<file path="src/core/twm_pkg.sv">
// Constants and types of the two-wire mode register block.
// Assumes a 20 MHz reference clock and a 32-bit Avalon-MM register bus.
package twm_pkg;

  // Clock and transfer-clock timing
  localparam int CLK_NS = 50;
  localparam int HALF_NS = 2500; // Half transfer-clock period in ns
  localparam int HALF_CYC = (HALF_NS + CLK_NS - 1) / CLK_NS;
  localparam int STRETCH_CYC = 4 * HALF_CYC; // Two whole transfer clocks
  localparam logic [8:0] HALF_LD = 9'(HALF_CYC - 1);
  localparam logic [8:0] STRETCH_LD = 9'(STRETCH_CYC - 1);

  // Register byte offsets
  localparam logic [3:0] OFS_MODE = 4'h0;
  localparam logic [3:0] OFS_CTRL = 4'h4;
  localparam logic [3:0] OFS_DATA = 4'h8;
  localparam logic [3:0] OFS_STAT = 4'hC;

  // Field positions
  localparam int B_ORDER = 7;
  localparam int B_DELAY = 6;
  localparam int B_GUARD = 3;
  localparam int B_FMT = 0; // Control: 1 = clock-synchronous format
  localparam int B_MST = 1; // Control: 1 = master
  localparam int B_GO = 2; // Control: write 1 to start a frame

  // Values after reset
  localparam logic RST_ORDER = 1'b0;
  localparam logic RST_DELAY = 1'b0;
  localparam logic [2:0] RST_CNT = 3'h0;
  localparam logic RST_FMT = 1'b0;
  localparam logic RST_MST = 1'b0;
  localparam logic [7:0] RST_TX = 8'h00;
  localparam logic [1:0] RSV_ONES = 2'h3;

  typedef struct packed {
    logic read;
    logic write;
    logic [3:0] address;
    logic [31:0] writedata;
  } twm_av_req_s;

  typedef enum {ST_IDLE, ST_LOW, ST_HIGH, ST_STRETCH} twm_state_e;

endpackage : twm_pkg

</file>
<file path="src/core/twm_mode_ctrl.sv">
// Mode register of a two-wire serial controller with a small frame engine.
// Assumes an Avalon-MM master on i_ref_clk and open-drain pads outside.
//
// Chosen here: the register addresses and the Avalon-MM slave port.
`timescale 1ns/1ps
module twm_mode_ctrl
  import twm_pkg::*;
(
  input wire logic i_ref_clk,
  input wire logic i_rst,
  input twm_av_req_s i_av,
  output logic [31:0] o_readdata,
  output logic o_waitrequest,
  input wire logic i_scl,
  output logic o_scl_out,
  output logic o_scl_oe_n,
  input wire logic i_sda,
  output logic o_sda_out,
  output logic o_sda_oe_n,
  output logic o_busy
);

  ////////////////////////////////////////////////////////////////////////////
  // Declarations
  logic wait_r;
  logic [31:0] rdata_r;
  logic order_r, delay_r, fmt_r, mst_r, ack_r;
  logic [2:0] cnt_r;
  logic [7:0] tx_r, txs_r, rxs_r;
  logic scl_s1, scl_s2, scl_d, sda_s1, sda_s2;
  twm_state_e st_r;
  logic [8:0] tmr_r;
  logic [3:0] left_r, frame_len;
  logic wr, wr_mode, go, busy, twowire, ack_bit, cur_bit;
  logic rise_ev, fall_ev, frame_end, stretch_go;
  logic [7:0] mode_rd;

  ////////////////////////////////////////////////////////////////////////////
  // Bus decode; a request is taken on the edge where waitrequest is low
  assign wr = i_av.write && !wait_r;
  assign wr_mode = wr && (i_av.address == OFS_MODE);
  assign go = wr && (i_av.address == OFS_CTRL) && i_av.writedata[B_GO] && !busy;
  assign busy = (st_r != ST_IDLE);
  assign twowire = !fmt_r;
  // Ack is the last bit of a two-wire frame
  assign ack_bit = twowire && (left_r == 4'h1);
  assign cur_bit = order_r ? txs_r[0] : txs_r[7];
  // Code 000 is the full frame; two-wire adds one ack bit
  assign frame_len = ((cnt_r == 3'h0) ? 4'h8 : {1'b0, cnt_r}) + {3'h0, twowire};
  // Count field shows the low three bits of what is left while a frame runs
  assign mode_rd = {order_r, delay_r, RSV_ONES, 1'b1, busy ? left_r[2:0] : cnt_r};

  ////////////////////////////////////////////////////////////////////////////
  // Avalon handshake: one wait cycle, read data latched when request seen
  always_ff @(posedge i_ref_clk or posedge i_rst) begin
    if (i_rst) begin
      wait_r <= 1'b1;
      rdata_r <= 32'h0000_0000;
    end else if ((i_av.read || i_av.write) && wait_r) begin
      wait_r <= 1'b0;
      case (i_av.address)
        OFS_MODE: rdata_r <= {24'h00_0000, mode_rd};
        OFS_CTRL: rdata_r <= {30'h0000_0000, mst_r, fmt_r};
        OFS_DATA: rdata_r <= {24'h00_0000, rxs_r};
        OFS_STAT: rdata_r <= {30'h0000_0000, ack_r, busy};
        default: rdata_r <= 32'h0000_0000; // Unmapped reads as zero
      endcase
    end else begin
      wait_r <= 1'b1;
    end
  end

  assign o_readdata = rdata_r;
  assign o_waitrequest = wait_r;

  ////////////////////////////////////////////////////////////////////////////
  // Mode register; a guarded write leaves the count alone
  always_ff @(posedge i_ref_clk or posedge i_rst) begin
    if (i_rst) begin
      order_r <= RST_ORDER;
      delay_r <= RST_DELAY;
      cnt_r <= RST_CNT;
    end else begin
      if (frame_end) begin
        cnt_r <= 3'h0;
      end
      if (wr_mode) begin
        order_r <= i_av.writedata[B_ORDER];
        delay_r <= i_av.writedata[B_DELAY];
        // Write beats frame end so a fresh count is not lost
        if (!i_av.writedata[B_GUARD]) begin
          cnt_r <= i_av.writedata[2:0];
        end
      end
    end
  end

  // Control and transmit data
  always_ff @(posedge i_ref_clk or posedge i_rst) begin
    if (i_rst) begin
      fmt_r <= RST_FMT;
      mst_r <= RST_MST;
      tx_r <= RST_TX;
    end else if (wr) begin
      if (i_av.address == OFS_CTRL && !busy) begin
        fmt_r <= i_av.writedata[B_FMT];
        mst_r <= i_av.writedata[B_MST];
      end
      if (i_av.address == OFS_DATA) begin
        tx_r <= i_av.writedata[7:0];
      end
    end
  end

  ////////////////////////////////////////////////////////////////////////////
  // Pin synchronisers; scl_d trails the second stage for edge detection
  always_ff @(posedge i_ref_clk or posedge i_rst) begin
    if (i_rst) begin
      scl_s1 <= 1'b1;
      scl_s2 <= 1'b1;
      scl_d <= 1'b1;
      sda_s1 <= 1'b1;
      sda_s2 <= 1'b1;
    end else begin
      scl_s1 <= i_scl;
      scl_s2 <= scl_s1;
      scl_d <= scl_s2;
      sda_s1 <= i_sda;
      sda_s2 <= sda_s1;
    end
  end

  ////////////////////////////////////////////////////////////////////////////
  // Bit timing: master paces itself, slave follows the line clock
  assign rise_ev = (st_r == ST_LOW) && (mst_r ? (tmr_r == 9'h000) : (scl_s2 && !scl_d));
  assign fall_ev = (st_r == ST_HIGH) && (mst_r ? (tmr_r == 9'h000) : (!scl_s2 && scl_d));
  assign frame_end = fall_ev && (left_r == 4'h1);
  // Only a two-wire master stretches, and only before the ack bit
  assign stretch_go = mst_r && twowire && delay_r && (left_r == 4'h2);

  // Frame engine
  always_ff @(posedge i_ref_clk or posedge i_rst) begin
    if (i_rst) begin
      st_r <= ST_IDLE;
      tmr_r <= 9'h000;
      left_r <= 4'h0;
      txs_r <= 8'h00;
      rxs_r <= 8'h00;
      ack_r <= 1'b0;
    end else begin
      if (tmr_r != 9'h000) begin
        tmr_r <= tmr_r - 9'h001;
      end
      case (st_r)
        ST_IDLE: begin
          if (go) begin
            st_r <= ST_LOW;
            tmr_r <= HALF_LD;
            left_r <= frame_len;
            txs_r <= tx_r;
          end
        end
        ST_LOW: begin
          if (rise_ev) begin
            st_r <= ST_HIGH;
            tmr_r <= HALF_LD;
            if (ack_bit) begin
              ack_r <= sda_s2;
            end else if (order_r) begin
              rxs_r <= {sda_s2, rxs_r[7:1]};
            end else begin
              rxs_r <= {rxs_r[6:0], sda_s2};
            end
          end
        end
        ST_HIGH: begin
          if (fall_ev) begin
            left_r <= left_r - 4'h1;
            txs_r <= order_r ? {1'b0, txs_r[7:1]} : {txs_r[6:0], 1'b0};
            if (left_r == 4'h1) begin
              st_r <= ST_IDLE;
            end else if (stretch_go) begin
              st_r <= ST_STRETCH;
              tmr_r <= STRETCH_LD;
            end else begin
              st_r <= ST_LOW;
              tmr_r <= HALF_LD;
            end
          end
        end
        ST_STRETCH: begin
          if (tmr_r == 9'h000) begin
            st_r <= ST_LOW;
            tmr_r <= HALF_LD;
          end
        end
        default: st_r <= ST_IDLE;
      endcase
    end
  end

  ////////////////////////////////////////////////////////////////////////////
  // Pad drive: enables are registered, so pins lag the state by one cycle
  always_ff @(posedge i_ref_clk or posedge i_rst) begin
    if (i_rst) begin
      o_scl_out <= 1'b0;
      o_scl_oe_n <= 1'b1;
      o_sda_out <= 1'b0;
      o_sda_oe_n <= 1'b1;
      o_busy <= 1'b0;
    end else begin
      o_scl_out <= 1'b0; // Open drain: only ever pulls low
      o_sda_out <= 1'b0;
      o_scl_oe_n <= !(mst_r && ((st_r == ST_LOW) || (st_r == ST_STRETCH)));
      // Release data during the ack bit so the receiver can answer
      o_sda_oe_n <= (busy && !ack_bit) ? cur_bit : 1'b1;
      o_busy <= busy;
    end
  end

  ////////////////////////////////////////////////////////////////////////////
  // Checks
  logic [8:0] sc_r;
  always_ff @(posedge i_ref_clk or posedge i_rst) begin
    if (i_rst) begin
      sc_r <= 9'h000;
    end else begin
      sc_r <= (st_r == ST_STRETCH) ? sc_r + 9'h001 : 9'h000;
    end
  end
endmodule : twm_mode_ctrl

</file>
<file path="config.mk">
export PLATFORM = sky130hd
export DESIGN_NAME = twm_mode_ctrl
export DESIGN_NICKNAME = d
export VERILOG_FILES = /design/src/core/twm_pkg.sv /design/src/core/twm_mode_ctrl.sv
export SDC_FILE = /design/constraint.sdc
export NUM_CORES = 1
export LEC_CHECK = 0
export BUFFER_PORTS_ARGS = -buffer_cell sky130_fd_sc_hd__buf_2
export CAP_MARGIN = 20
export CORE_ASPECT_RATIO = 0.75
export CORE_UTILIZATION = 55
export DETAILED_ROUTE_END_ITERATION = 6
export HOLD_SLACK_MARGIN = 0.03
export PLACE_DENSITY = 0.8
export SLEW_MARGIN = 20
export SYNTH_ARGS = -nofsm -noshare
export SYNTH_HDL_FRONTEND = slang
export SYNTH_SLANG_ARGS = --single-unit
</file>
<file path="constraint.sdc">
create_clock -name i_ref_clk -period 2.55 [get_ports i_ref_clk]
set_input_delay 0.765 -clock i_ref_clk [delete_from_list [all_inputs] [get_ports i_ref_clk]]
set_output_delay 0.765 -clock i_ref_clk [all_outputs]
set_load 0.01 [all_outputs]
</file>
# Word level (Yosys, flattened, before mapping)
# Index checks and enable logic that the tools add are counted.
[op_classes] addsub=3 n_mul=0 div_mod_pow=0 magnitude_cmp=0 eq_ne=15 n_shift=0 mux=34 n_bitwise=1 reduce_logical=40
[ops] op="$mux W32" count=4
[ops] op="$pmux W32 S4" count=1
[ops] op="$eq A32 B2 Y1 const B" count=3
[ops] op="$eq A32 B3 Y1 const B" count=2
[ops] op="$mux W9" count=6
[ops] op="$mux W8" count=5
[ops] op="$pmux W9 S4" count=1
[ops] op="$eq A32 B1 Y1 const B" count=1
[ops] op="$logic_not A32 Y1" count=1
[ops] op="$pmux W8 S4" count=1
[ops] op="$reduce_bool A32 Y1" count=1
[ops] op="$logic_and A1 B1 Y1" count=18
[ops] op="$pmux W8 S2" count=1
[ops] op="$mux W3" count=4
[ops] op="$mux W4" count=3
[ops] op="$logic_not A9 Y1" count=1
[ops] op="$reduce_and A3 Y1" count=3
[ops] op="$reduce_bool A9 Y1" count=1
[ops] op="$sub A9 B1 Y9 const B" count=1
[ops] op="$eq A4 B4 Y1 const B" count=2
[ops] op="$ne A2 B2 Y1 const B" count=4
[ops] op="$pmux W4 S2" count=1
[ops] op="$logic_not A1 Y1" count=7
[ops] op="$mux W1" count=5
[ops] op="13 further kinds" count=16
[totals] regBits=118 latchBits=0 mem_bits_rw=0 romBits=0 in_bits=42 out_inout_bits=38 mem_count=0

# Longest topological paths before layout
[logic_depth] word_depth=8 mapped_depth=9 ltp_nobuf=8

# Least setup slack after synthesis
# No wires, ideal clock.
[synth_path] path_type="input port to flip-flop" from="in i_av[35] in the netlist's numbering" to="reg txs_r[0]" setup_time_ns=0.125 t_arrival_ns=2.370 required_ns=2.425 path_slack_ns=0.055 path_stages=5 path_buffers=1 path_cell_list="clkbuf_1 -> nor4bb_1 -> a22oi_1 -> a21oi_4 -> mux2_2"
[synth_between] elab_chain_cells=6
[synth_rtl] item="start, declared" line_no="twm_mode_ctrl.sv:11" text="input twm_av_req_s i_av,"
[synth_rtl] item="$eq A4 B3 Y1" line_no="twm_mode_ctrl.sv:42" text="assign go = wr && (i_av.address == OFS_CTRL) && i_av.writedata[B_GO] && !busy;"
[synth_rtl] item="$logic_and A1 B1 Y1 (3 in series)" line_no="twm_mode_ctrl.sv:42"
[synth_rtl] item="$ne A2 B2 Y1 (no line)"
[synth_rtl] item="$reduce_and A3 Y1 (no line)"
[synth_rtl] item="end signal, assigned" line_no="twm_mode_ctrl.sv:160" text="txs_r <= tx_r;"
[synth_rtl] item="end signal, assigned" line_no="twm_mode_ctrl.sv:179" text="txs_r <= order_r ? {1'b0, txs_r[7:1]} : {txs_r[6:0], 1'b0};"
[synth_rtl] item="end, declared" line_no="twm_mode_ctrl.sv:29" text="logic [7:0] tx_r, txs_r, rxs_r;"
# No other way between the ends.
# A chain may end at the register's enable or synchronous reset.

# Worst setup path after layout
[layout_path] from="reg tmr_r[0]" to="reg txs_r[6]"
[layout_between] elab_chain_cells=5
[layout_rtl] item="start, declared" line_no="twm_mode_ctrl.sv:32" text="logic [8:0] tmr_r;"
[layout_rtl] item="start signal, assigned" line_no="twm_mode_ctrl.sv:152" text="tmr_r <= tmr_r - 9'h001;"
[layout_rtl] item="$logic_not A9 Y1" line_no="twm_mode_ctrl.sv:136" text="assign fall_ev = (st_r == ST_HIGH) && (mst_r ? (tmr_r == 9'h000) : (!scl_s2 && scl_d));"
[layout_rtl] item="$mux W1" line_no="twm_mode_ctrl.sv:136"
[layout_rtl] item="$logic_and A1 B1 Y1" line_no="twm_mode_ctrl.sv:136"
[layout_rtl] item="$ne A2 B2 Y1 (no line)"
[layout_rtl] item="$reduce_and A3 Y1 (no line)"
# No other way between the ends.

==> results.sh <==
export IMPL_status="finished, violations left"
export IMPL_post_cts_setup_buffers=0
export IMPL_cts_buffers=9
export IMPL_vias_per_cell=5.85
export IMPL_yosys_area_share_simple_pct=14.0
export IMPL_ys_types=56
export IMPL_ys_flop_type="dfrtp_1"
export IMPL_tightest_slew_ns=0.815
export IMPL_vias=2867
export IMPL_power_density_nw_per_um2=577
export IMPL_wl_per_cell_um=16.5
export IMPL_post_dp_hpwl_mm=5.76
export IMPL_yosysTopAreaCell="dfrtp_1"
export IMPL_drtIter0Drc=295
export IMPL_cts_buffer_depth=2
export IMPL_hold_viol_final=0
export IMPL_synthTopCellsByCount="dfrtp_1 (56), mux2_2 (36), buf_4 (26), o21ai_0 (23), nor2_1 (19)"
export IMPL_area_growth_pct=13.1
export IMPL_yosys_warnings=0
export IMPL_wl_mm=8.06
export IMPL_crit_fanout=8
export IMPL_grt_pass1_vias=2730
export IMPL_cts_tree="done"
export IMPL_h_tree_depth=3
export IMPL_final_layout_size_suffix_gt1_share_pct=29.1
export IMPL_synthTopCellsByArea="dfrtp_1 (37%), mux2_2 (11%), dfstp_2 (5.6%)"
export IMPL_fin_crit_sh_pct=91.3
export IMPL_overflow=0
export IMPL_synth_top_family_by_area="multiplexers"
export IMPL_die_w_um=97.6
export IMPL_ys_seq_elements=64
export IMPL_syn_area_um2=3770
export IMPL_slew_violations=0
export IMPL_design_area_um2=4270
export IMPL_port_buffers=29
export IMPL_cap_viol_max_count=0
export IMPL_min_path_type="register to register"
export IMPL_route_detailed_drc=14
export IMPL_place_congestion=0.853
export IMPL_synthAdderAreaFrac_pct=4.31
export IMPL_syn_area_per_cell_um2=10.4
export IMPL_fin_skew_ns=0.0101
export IMPL_fin_nets=459
export IMPL_die_area_um2=7200
export IMPL_synth_most_common_cell="dfrtp_1"
export IMPL_leakagePower_uw=0.00196
export IMPL_cp_start_kind="register"
export IMPL_finalSetupViolCount=0
export IMPL_fin_tns_setup_ns=0
export IMPL_drt_pass1_iter_count=7
export IMPL_violations="DRC"
export IMPL_ant_nets=0
export IMPL_finalCriticalPeriod_ns=2.33
export IMPL_cp_end_kind="register"
export IMPL_syn_instance_count=363
export IMPL_multiInputGateArea_um2=1930
export IMPL_grt_pass1_wl_mm=13.5
export IMPL_synth_seq_area_share_pct=42.7
export IMPL_synth_compound_area_share_pct=13.6
export IMPL_io_pins=80
export IMPL_irDropWorstVdd_mv=0.410
export IMPL_synthDominantCellAreaShare_pct=37.1
export IMPL_cts_sink_count=64
export IMPL_coreArea_um2=6470
export IMPL_seq_area_um2=1610
export IMPL_synthMuxAreaShare_pct=15.9
export IMPL_insertion_delay_ns=0.35
export IMPL_fillers=501
export IMPL_path_clk_slew_ns=0.07
export IMPL_slew_limit_headroom_pct=45.7
export IMPL_rows=25
export IMPL_async_flop_share_pct=100
export IMPL_synth_edf_count=0
export IMPL_antenna_cells=0
export IMPL_place_area_um2=4010
export IMPL_die_h_um=73.7
export IMPL_yosys_area_share_xor_xnor_pct=0.697
export IMPL_grt_max_degree=65
export IMPL_antenna_found_initial=0
export IMPL_critical_path_class="register to register"
export IMPL_start_util_pct=58.3
export IMPL_rsz0062_at_grt="false"
export IMPL_fmax_mhz=430
export IMPL_cts_root_buf="clkbuf_8"
export IMPL_crit_arrival_ns=2.57
export IMPL_grt_usage_pct=24.4
export IMPL_required_ns=2.79
## layout by cell type, fill, tap and decap left out, types with 2 or more instances in the layout
cell type	n
mux2i_1	17
inv_1	16
nor3_1	9
a22o_1	2
dfstp_2	8
and2_1	4
and4b_1	2
mux2_2	36
clkbuf_8	10
a21oi_1	13
buf_2	29
nor2b_1	4
nor3b_1	2
buf_4	19
nor2_1	19
xnor2_1	2
a31oi_1	3
nand3_1	13
o31ai_1	2
o2bb2ai_1	5
o211ai_1	5
nor4b_1	3
a311oi_1	2
bufinv_16	3
conb_1	26
a211oi_1	3
or3b_2	3
nand2_1	16
a22oi_1	5
ha_1	13
nor4_1	2
dfrtp_1	56
or4_1	3
o21ai_0	23
nor4bb_1	4
## registers in the layout (all words and copies together), names as in the netlist, 2 cells and up
signal      count
tmr_r           9
left_r          4
st_r            2
cnt_r           3
rxs_r           8
o_readdata      8
tx_r            8
txs_r           8
## stage by stage
stage / instances / utilization, % / hold slack, ns / total power [µW] / worst slack (ns)
after detailed placement: 474 / 61.9 / 0.347 / 1380 / 0.0743
after floorplan: 388 / - / 0.345 / 1330 / 0.0552
final: 490 / 65.9 / 0.356 / 2460 / 0.222
after CTS: 490 / 65.8 / 0.357 / 2480 / 0.0558
after global routing: 490 / 65.9 / 0.361 / 2560 / 0.0975
after global placement: 474 / 61.9 / 0.347 / 1370 / 0.102
## final timing paths
check                         start       end  slack (ns)  cells past startpoint
max                        tmr_r[0]  txs_r[6]        0.22                      6
min                          scl_s1    scl_s2        0.36                      0
max reg2reg                tmr_r[0]  txs_r[6]        0.22                      6
min reg2reg                  scl_s1    scl_s2        0.36                      0
max in group asynchronous     i_rst    sda_s2        1.76                      3
min in group asynchronous     i_rst   st_r[0]        0.47                      3
## layout make-up
| class | count | area share (%) |
|---|---|---|
| Clock inverter | 6 | 2.70 |
| Multi-Input combinational cell | 263 | 45.2 |
| Tap cell | 81 | 2.38 |
| Clock buffer | 10 | 3.23 |
| Timing Repair Buffer | 49 | 7.21 |
| Inverter | 17 | 1.50 |
| Sequential cell | 64 | 37.8 |
## worst max-delay path, cell delays in order (launching register included)
cell and delay [ns]:
dfrtp_1 0.42, inv_1 0.11, ha_1 0.16, or4b_4 0.50, o31a_4 0.36, a21oi_4 0.30, mux2_2 0.37
## logic make-up after synthesis
kind of cell,after synthesis
AOI/OAI and AO/OA,74
xor gates and xnor gates,3
adders and majority gates,13
buffers and inverters,61
DFF,64
muxes,54
other,1
and+or+nand+nor,93
## timing repair
action                                  in CTS  in global routing
hold buffers                                 0                  0
endpoints found under the setup margin       0                  8
gates resized for setup                      0                  1
## power by group
part | total (µW) | switching (µW) | internal, µW
Sequential | 1130 | 60.2 | 1070
Combinational | 232 | 123 | 109
Clock | 1100 | 417 | 681
## routing by layer
metal / vias up / track usage (%) / share of wire [%]
met4: 0 / 6.73 / 0.76
li1: 1360 / - / -
met2: 102 / 38.4 / 45
met5: - / 0 / 0
met1: 1398 / 33.7 / 48
met3: 7 / 6.28 / 6.5
Power figures use the tool's default switching activity.
